File: src/logic/bcs_pkg.sv
// package: constants and carriers for the brake control sequencer
package bcs_pkg;
  localparam int unsigned CLK_HZ          = 10_000_000;
  localparam int unsigned TICK_NS         = 1_000_000;   // one millisecond
  localparam int unsigned CLK_NS          = 1_000_000_000 / CLK_HZ;
  localparam int unsigned TICK_CYCLES     = TICK_NS / CLK_NS;
  localparam int unsigned HOLD_MS         = 100;         // modulation hold after fadeout
  localparam int unsigned IVL_W           = 16;          // interval width in bits, intervals counted in ms
  localparam int unsigned SPD_W           = 16;
  localparam int unsigned NUM_DO          = 8;
  localparam int unsigned NUM_CHK         = 8;
  localparam logic [4:0]  DO_FUNC_BRAKE   = 5'h12;       // output function 18
  localparam logic [3:0]  MODE_OFF        = 4'h0;
  localparam logic [3:0]  MODE_MAX        = 4'h8;
  localparam logic [3:0]  MODE_QS_LO      = 4'h5;
  localparam logic [6:0]  ST_NONE         = 7'h00;
  localparam logic [6:0]  ST_CLOSE        = 7'h55;       // 85
  localparam logic [6:0]  ST_OPEN         = 7'h56;       // 86
  localparam logic [6:0]  ST_STANDSTILL   = 7'h46;       // 70
  localparam logic [6:0]  ERR_BRAKE       = 7'h38;       // 56

  // configured intervals in ms
  typedef struct packed {
    logic [IVL_W-1:0] premag;
    logic [IVL_W-1:0] release_t;
    logic [IVL_W-1:0] delay_t;
    logic [IVL_W-1:0] closing;
    logic [IVL_W-1:0] fadeout;
  } bcs_times_t;

  // supervision inputs from the power stage
  typedef struct packed {
    logic [2:0]       phase_ok;
    logic             hw_cur_limit;
    logic [IVL_W-1:0] load_factor;
  } bcs_meas_t;

  typedef enum {
    BCS_IDLE, BCS_PREMAG, BCS_RELEASE, BCS_RUN, BCS_DELAY,
    BCS_CLOSING, BCS_FADE, BCS_HOLD
  } bcs_state_t;
endpackage

File: src/logic/bcs_ivl_timer.sv
// interval down-counter stepped by the millisecond tick
`timescale 1ns/1ps
module bcs_ivl_timer
  import bcs_pkg::*;
(
  input  wire logic             core_clk_i,
  input  wire logic             rst_n_i,
  input  wire logic             load_i,
  input  wire logic [IVL_W-1:0] value_i,
  input  wire logic             tick_i,
  output logic                  done_o
);
  logic [IVL_W-1:0] count;

  // load, then count down once per tick down to zero
  always_ff @(posedge core_clk_i or negedge rst_n_i) begin
    if (!rst_n_i) begin
      count <= '0;
    end else if (load_i) begin
      count <= value_i;
    end else if (tick_i && count != '0) begin
      count <= count - IVL_W'(1);
    end
  end

  // done from the count alone: the load decision depends on done, so done must not
  // depend on the load or the two would form a loop
  assign done_o = (count == '0);
endmodule

File: src/logic/bcs_sequencer.sv
// brake control sequencer: timed release and engage of a holding brake
`timescale 1ns/1ps
module bcs_sequencer
  import bcs_pkg::*;
(
  input  wire logic                     core_clk_i,
  input  wire logic                     rst_n_i,
  input  wire logic [3:0]               brake_mode_select_i,
  input  wire bcs_times_t               times_i,
  input  wire logic [SPD_W-1:0]         start_speed_reference_i,
  input  wire logic [SPD_W-1:0]         stop_speed_reference_i,
  input  wire logic [SPD_W-1:0]         speed_setpoint_value_i,
  input  wire logic [IVL_W-1:0]         minimum_load_level_i,
  input  wire logic [NUM_DO*5-1:0]      switching_output_select_i,
  input  wire logic [NUM_CHK-1:0]       check_input_select_i,
  input  wire logic [NUM_CHK-1:0]       check_pins_i,
  input  wire logic                     ctrl_release_i,
  input  wire logic                     dir_cmd_i,
  input  wire logic                     drive_fault_i,
  input  wire bcs_meas_t                meas_i,
  output logic [NUM_DO-1:0]             brake_do_o,
  output logic                          modulation_o,
  output logic                          current_fade_o,
  output logic [SPD_W-1:0]              speed_ref_o,
  output logic [6:0]                    status_code_o,
  output logic                          brake_error_o
);
  bcs_state_t state;
  bcs_state_t next_state;
  logic [15:0] tick_cnt;
  logic        tick;
  logic        brake_on;
  logic [NUM_CHK-1:0] chk_s1, chk_s2, chk_s3, chk_q;
  logic        chk_act;
  logic        enabled, display, phase_chk, quick_stop;
  logic        mod_on;
  logic        ivl_load;
  logic [IVL_W-1:0] ivl_val;
  logic        ivl_done;
  logic        closed_zone, open_zone;
  logic        err_phase, err_load, err_cur, err_chk;

  localparam logic [15:0] TICK_LAST = 16'(TICK_CYCLES - 1);

  // mode decode
  assign enabled    = (brake_mode_select_i != MODE_OFF) &&
                      (brake_mode_select_i <= MODE_MAX);
  assign display    = brake_mode_select_i[0];                      // odd modes show status
  assign phase_chk  = (brake_mode_select_i == 4'h3) || (brake_mode_select_i == 4'h4) ||
                      (brake_mode_select_i == 4'h7) || (brake_mode_select_i == 4'h8);
  assign quick_stop = brake_mode_select_i >= MODE_QS_LO;
  assign mod_on     = ctrl_release_i && !drive_fault_i;

  // millisecond tick
  always_ff @(posedge core_clk_i or negedge rst_n_i) begin
    if (!rst_n_i) begin
      tick_cnt <= '0;
    end else if (tick_cnt == TICK_LAST) begin
      tick_cnt <= '0;
    end else begin
      tick_cnt <= tick_cnt + 16'h0001;
    end
  end
  assign tick = (tick_cnt == TICK_LAST);

  // check pins: three-stage synchroniser, change accepted when stages 2 and 3 agree
  always_ff @(posedge core_clk_i or negedge rst_n_i) begin
    if (!rst_n_i) begin
      chk_s1 <= '0;
      chk_s2 <= '0;
      chk_s3 <= '0;
      chk_q  <= '0;
    end else begin
      chk_s1 <= check_pins_i;
      chk_s2 <= chk_s1;
      chk_s3 <= chk_s2;
      chk_q  <= (chk_s2 & chk_s3) | (chk_q & (chk_s2 | chk_s3));
    end
  end
  assign chk_act = |(chk_q & check_input_select_i);

  // interval timer load value chosen by the state being entered
  always_comb begin
    ivl_load = (next_state != state);
    case (next_state)
      BCS_PREMAG:  ivl_val = times_i.premag;
      BCS_RELEASE: ivl_val = times_i.release_t;
      BCS_DELAY:   ivl_val = times_i.delay_t;
      BCS_CLOSING: ivl_val = times_i.closing;
      BCS_FADE:    ivl_val = times_i.fadeout;
      BCS_HOLD:    ivl_val = IVL_W'(HOLD_MS);
      default:     ivl_val = '0;
    endcase
  end

  bcs_ivl_timer u_timer (
    .core_clk_i (core_clk_i),
    .rst_n_i    (rst_n_i),
    .load_i     (ivl_load),
    .value_i    (ivl_val),
    .tick_i     (tick),
    .done_o     (ivl_done)
  );

  // sequence control
  always_comb begin
    next_state = state;
    if (!enabled) begin
      next_state = BCS_IDLE;
    end else if (!mod_on) begin
      next_state = BCS_IDLE;
    end else begin
      case (state)
        BCS_IDLE:    if (dir_cmd_i) next_state = BCS_PREMAG;
        BCS_PREMAG:  if (ivl_done) next_state = BCS_RELEASE;
        BCS_RELEASE: if (!dir_cmd_i) next_state = BCS_DELAY;
                     else if (ivl_done) next_state = BCS_RUN;
        BCS_RUN:     if (!dir_cmd_i) next_state = BCS_DELAY;
        BCS_DELAY:   if (dir_cmd_i) next_state = BCS_RUN;
                     else if (ivl_done) next_state = BCS_CLOSING;
        BCS_CLOSING: if (dir_cmd_i && quick_stop) next_state = BCS_RELEASE;
                     else if (ivl_done) next_state = BCS_FADE;
        BCS_FADE:    if (ivl_done) next_state = BCS_HOLD;
        BCS_HOLD:    if (ivl_done) next_state = BCS_IDLE;
        default:     next_state = BCS_IDLE;
      endcase
    end
  end

  always_ff @(posedge core_clk_i or negedge rst_n_i) begin
    if (!rst_n_i) begin
      state <= BCS_IDLE;
    end else begin
      state <= next_state;
    end
  end

  // brake release level, dropped combinationally when modulation stops
  assign brake_on = mod_on && enabled &&
                    (state == BCS_RELEASE || state == BCS_RUN || state == BCS_DELAY);

  // brake output per switching output with function 18
  genvar g;
  generate
    for (g = 0; g < NUM_DO; g++) begin : g_do
      always_ff @(posedge core_clk_i or negedge rst_n_i) begin
        if (!rst_n_i) begin
          brake_do_o[g] <= 1'b0;
        end else begin
          brake_do_o[g] <= (next_state == BCS_RELEASE || next_state == BCS_RUN ||
                            next_state == BCS_DELAY) &&
                           (switching_output_select_i[g*5 +: 5] == DO_FUNC_BRAKE);
        end
      end

    end
  endgenerate

  // drive command outputs
  always_ff @(posedge core_clk_i or negedge rst_n_i) begin
    if (!rst_n_i) begin
      modulation_o   <= 1'b0;
      current_fade_o <= 1'b0;
      speed_ref_o    <= '0;
    end else begin
      modulation_o   <= (next_state != BCS_IDLE);
      current_fade_o <= (next_state == BCS_FADE) || (next_state == BCS_HOLD);
      case (next_state)
        BCS_PREMAG, BCS_RELEASE: speed_ref_o <= start_speed_reference_i;
        BCS_RUN:                 speed_ref_o <= speed_setpoint_value_i;
        BCS_DELAY, BCS_CLOSING,
        BCS_FADE, BCS_HOLD:      speed_ref_o <= stop_speed_reference_i;
        default:                 speed_ref_o <= '0;
      endcase
    end
  end

  // supervision windows
  assign closed_zone = (state == BCS_IDLE && !mod_on) || state == BCS_FADE ||
                       state == BCS_HOLD || state == BCS_PREMAG ||
                       (state == BCS_IDLE && modulation_o == 1'b0);
  assign open_zone   = state == BCS_RUN || state == BCS_DELAY;
  assign err_phase   = phase_chk && (state != BCS_IDLE) && (meas_i.phase_ok != 3'b111);
  assign err_load    = state == BCS_PREMAG && ivl_done && (minimum_load_level_i != '0) &&
                       (meas_i.load_factor < minimum_load_level_i);
  assign err_cur     = state == BCS_PREMAG && ivl_done && meas_i.hw_cur_limit;
  assign err_chk     = (check_input_select_i != '0) &&
                       ((closed_zone && chk_act) || (open_zone && !chk_act));

  // sticky brake error, cleared when the function is disabled
  always_ff @(posedge core_clk_i or negedge rst_n_i) begin
    if (!rst_n_i) begin
      brake_error_o <= 1'b0;
    end else if (enabled && (err_phase || err_load || err_cur || err_chk)) begin
      brake_error_o <= 1'b1;
    end else if (!enabled) begin
      brake_error_o <= 1'b0;
    end
  end

  // status code
  always_ff @(posedge core_clk_i or negedge rst_n_i) begin
    if (!rst_n_i) begin
      status_code_o <= ST_STANDSTILL;
    end else if (enabled && (err_phase || err_load || err_cur || err_chk || brake_error_o)) begin
      status_code_o <= ERR_BRAKE;
    end else if (next_state == BCS_IDLE) begin
      status_code_o <= ST_STANDSTILL;
    end else if (enabled && display && (next_state == BCS_PREMAG || next_state == BCS_RELEASE)) begin
      status_code_o <= ST_OPEN;
    end else if (enabled && display && next_state != BCS_RUN) begin
      status_code_o <= ST_CLOSE;
    end else begin
      status_code_o <= ST_NONE;
    end
  end
endmodule

File: config.mk
export PLATFORM = sky130hd
export DESIGN_NAME = bcs_sequencer
export DESIGN_NICKNAME = d
export VERILOG_FILES = /design/src/logic/bcs_pkg.sv /design/src/logic/bcs_ivl_timer.sv /design/src/logic/bcs_sequencer.sv
export SDC_FILE = /design/constraint.sdc
export NUM_CORES = 1
export LEC_CHECK = 0
export BUFFER_PORTS_ARGS = -buffer_cell sky130_fd_sc_hd__buf_4
export CAP_MARGIN = 10
export CORE_MARGIN = 2
export CORE_UTILIZATION = 48
export CTS_CLUSTER_SIZE = 16
export DETAILED_ROUTE_END_ITERATION = 10
export PLACE_DENSITY = 0.86
export SLEW_MARGIN = 10
export SYNTH_ARGS = -nofsm -noshare
export SYNTH_HDL_FRONTEND = slang
export SYNTH_SLANG_ARGS = --single-unit
File: constraint.sdc
create_clock -name core_clk_i -period 4.09 [get_ports core_clk_i]
set_clock_uncertainty 0.1 [all_clocks]
set_input_delay 0.2045 -clock core_clk_i [delete_from_list [all_inputs] [get_ports core_clk_i]]
set_output_delay 0.2045 -clock core_clk_i [all_outputs]
set_load 0.02 [all_outputs]
==> impl_metrics.tcl <==
set metrics [dict create \
    buffer_ports.inserted 262 \
    grt_pass1_vias 6559 \
    flow.area_growth_from_synthesis_pct 55.6 \
    worst_ep_required_time_ns 4.30 \
    cp.arrival_ns 4.22 \
    grt_first_pass_wirelength_um 32600 \
    routedLengthMet1_um 7700 \
    setup_ws_ns 0.0785 \
    area_of_the_multi_input_gates_um2 2910 \
    drv.max_cap_violation_count 0 \
    grt_max_degree 70 \
    seq_cells_post_synth 128 \
    netlist.top_cell.by_area "sky130_fd_sc_hd__dfrtp_1" \
    gp_congestion 0.854 \
    gr-usage-all-layers_pct 29.5 \
    whs_ns -0.0369 \
    dp_hpwl_um 13700 \
    worstPathMaxFanout 21 \
    cts.sinks 128 \
    clock_latency_ns 0.42 \
    wp_buf_inv 4 \
    post_synth_num_cell_types 75 \
    tightest_pin_transition_ns 1.23 \
    cellPowerDensity_nw_per_um2 319 \
    critPathKind "register to register" \
    top_layer_used "met4" \
    timing.fmax_mhz 249 \
    vdd.ir_drop.worst_v 0.000256 \
    outcome "finished, violations left" \
    cts_root_buf "sky130_fd_sc_hd__clkbuf_16" \
    syn_avg_cell_area_um2 10.7 \
    wl_met3_um 1410 \
    crit_path_cell_trace "inv_1 -> ha_2 -> or4b_1 -> or4_4 -> or3_4 -> and2_4 -> nand2_4 -> inv_4 -> a222oi_1 -> dlygate4sd3_1 -> inv_1" \
    cts_buffers 17 \
    die_height_um 118 \
    detailedRoute.firstIterationViolations 787 \
    critPathLaunchType "register" \
    post_synth_main_area_contributors "sky130_fd_sc_hd__dfrtp_1 (50%), sky130_fd_sc_hd__nand2_1 (5.2%), sky130_fd_sc_hd__a222oi_1 (4.8%)" \
    synth_seq_area_share_pct 51.3 \
    detail_route.wirelength_um 21000 \
    vias_per_cell 5.57 \
    critical-path-slowest-cell "sky130_fd_sc_hd__dlygate4sd3_1" \
    max_buffers_root_to_sink 2 \
    gate_count_of_the_mapped_netlist 585 \
    ratio_of_cells_with_drive_above_1_in_the_final_layout_pct 35.2 \
    path_delay_family "simple AND/OR/NAND/NOR gates" \
    period_minus_slack_ns 4.01 \
    setup.worst_path.end_class "register" \
    detail_route.wl_per_cell_um 18.5 \
    violations "DRC, hold timing" \
    mappedNetlistArea_um2 6250 \
    synth-warning-count 0 \
    layout_worst_path_cycle_share_pct 98.1 \
    p_leak_nw 4.86 \
    postSynth.asyncResetShare_pct 100 \
    ioPinCount 263 \
    register_area_um2 3210 \
    timing_max_transition_violations_final 0 \
    timing.final.hold_violations 2 \
    place_worst_setup_slack_ns 0.204 \
    route.met2.wl_um 11100 \
    fillers 793 \
    nets_final 1194 \
    cts_tree "built" \
    effective_utilization_at_floorplan_pct 49.3 \
    firstDrtPassIters 11 \
    timing.hold.worst.class "input port to register" \
    dpl_cell_area_um2 8450 \
    synth-edff-count 0 \
    post-route-drc-count 3 \
    antenna_found_initial 1 \
    synth.cells.most_frequent "sky130_fd_sc_hd__dfrtp_1 (126), sky130_fd_sc_hd__nand2_1 (86), sky130_fd_sc_hd__inv_1 (36)" \
    synth_ff_type "sky130_fd_sc_hd__dfrtp_1" \
    gr-total-overflow 0 \
    slew_headroom_pct 16.9 \
    num_vias 6318 \
    placementRows 41 \
    floorplan.core_area_um2 12700 \
    die-width_um 118 \
    crit_path_max_incr_delay_ns 0.64 \
    most_common_cell_in_the_netlist "sky130_fd_sc_hd__dfrtp_1" \
    finalSetupViolCount 0 \
    htree_num_levels 4 \
    crit_top_cell "sky130_fd_sc_hd__inv_1" \
    drt.antenna.violating_nets 0 \
    path_clk_slew_ns 0.06 \
    post-route-cell-area_um2 9730 \
    die_area_um2 14000 \
    synth_top_cell_area_share_pct 50.4 \
]
[worst reg2reg max path: stages, from the launching register on]
cell and delay, ns:
sky130_fd_sc_hd__dfrtp_1 0.41, sky130_fd_sc_hd__inv_1 0.09, sky130_fd_sc_hd__ha_2 0.21, sky130_fd_sc_hd__or4b_1 0.48, sky130_fd_sc_hd__or4_4 0.63, sky130_fd_sc_hd__or3_4 0.44, sky130_fd_sc_hd__and2_4 0.22, sky130_fd_sc_hd__nand2_4 0.11
sky130_fd_sc_hd__inv_4 0.12, sky130_fd_sc_hd__a222oi_1 0.42, sky130_fd_sc_hd__dlygate4sd3_1 0.64, sky130_fd_sc_hd__inv_1 0.05
[sequential cells by signal, indices dropped and copies added (netlist names)]
name	cells
u_timer.count	16
current_fade_o	1
tick_cnt	16
modulation_o	1
brake_do_o	8
brake_error_o	1
chk_s3	8
status_code_o	5
chk_s2	8
state	32
speed_ref_o	16
chk_q	8
chk_s1	8
[worst paths after layout]
path	start	end	slack (ns)	cells past startpoint
max in group asynchronous	rst_n_i	u_timer.count[15]$_DFFE_PN0P_	2.58	3
hold reg to reg	chk_s1[6]$_DFF_PN0_	chk_s2[6]$_DFF_PN0_	0.24	0
min in group asynchronous	rst_n_i	chk_s1[2]$_DFF_PN0_	0.34	2
setup reg to reg	u_timer.count[0]$_DFFE_PN0P_	speed_ref_o[14]$_DFF_PN0_	0.08	11
hold / removal	stop_speed_reference_i[9]	speed_ref_o[9]$_DFF_PN0_	-0.04	3
setup / recovery	u_timer.count[0]$_DFFE_PN0P_	speed_ref_o[14]$_DFF_PN0_	0.08	11
[layout by cell type (no fill, tap or decap), types with 5 or more instances in the layout]
master,instances
sky130_fd_sc_hd__buf_4,274
sky130_fd_sc_hd__dfrtp_1,126
sky130_fd_sc_hd__nand2_1,86
sky130_fd_sc_hd__dlygate4sd3_1,61
sky130_fd_sc_hd__inv_1,36
sky130_fd_sc_hd__nor2_1,30
sky130_fd_sc_hd__a222oi_1,30
sky130_fd_sc_hd__conb_1,29
sky130_fd_sc_hd__xnor2_1,22
sky130_fd_sc_hd__nor4_1,18
sky130_fd_sc_hd__clkbuf_16,17
sky130_fd_sc_hd__o22ai_1,16
sky130_fd_sc_hd__ha_1,16
sky130_fd_sc_hd__and3_1,14
sky130_fd_sc_hd__nand3_1,14
sky130_fd_sc_hd__nor3_1,13
sky130_fd_sc_hd__xor2_1,10
sky130_fd_sc_hd__maj3_1,8
sky130_fd_sc_hd__nor4b_1,8
sky130_fd_sc_hd__nand4_1,7
sky130_fd_sc_hd__a21o_1,7
sky130_fd_sc_hd__a21oi_1,7
sky130_fd_sc_hd__mux2i_1,6
sky130_fd_sc_hd__clkinvlp_4,6
sky130_fd_sc_hd__nand2b_1,5
sky130_fd_sc_hd__a22oi_1,5
[metrics by stage]
| step | cells | setup TNS [ns] | util, % | power [W] | hold slack [ns] |
|---|---|---|---|---|---|
| after CTS | 1126 | 0 | 75.8 | 0.00309 | 0.000117 |
| after floorplan | 613 | 0 | - | 0.00143 | -0.191 |
| after detailed placement | 1033 | 0 | 66.7 | 0.00167 | 0.215 |
| after global routing | 1134 | -0.0412 | 76.8 | 0.00321 | 0.00116 |
| final | 1134 | 0 | 76.8 | 0.00311 | -0.0369 |
| after global placement | 1033 | 0 | 66.7 | 0.00166 | 0.214 |
[metal layers]
metal | track usage [%] | vias up
li1 | - | 2861
met1 | 34.2 | 3053
met2 | 52.2 | 332
met3 | 6.61 | 72
met4 | 12.8 | 0
met5 | 0 | -
[what timing repair did]
item / CTS / global route
resized for setup: 0 / 12
endpoints found under the setup margin: 0 / 7
hold buffers: 61 / 2
setup buffers: 0 / 6
endpoints found under the hold margin: 100 / 2
[power by group]
group | internal, W | leakage [nW] | switching, W
logic | 0.000227 | 2.99 | 0.000145
registers | 0.00131 | 1.62 | 0.0000216
clock network | 0.000800 | 0.251 | 0.000606
[kinds of logic after synthesis]
group,after synthesis,share of synthesized area [%]
AO/OA/AOI/OAI,103,14.0
multiplexers,6,0.961
adder cells (fa/ha/maj),25,4.68
buffers and inverters,60,4.74
other,1,0.0600
flip-flops,128,51.3
AND/OR/NAND/NOR,229,19.6
XOR/XNOR,33,4.62
[layout make-up]
type,instances,share of cell area [%]
antenna,1,0.0257
clock buffer,19,4.55
clock inverter,13,1.08
inverter,37,1.45
multi-input combinational,426,29.9
sequential,128,32.9
tap,172,2.21
timing repair buffer,338,27.8
Power figures use the tool's default switching activity.
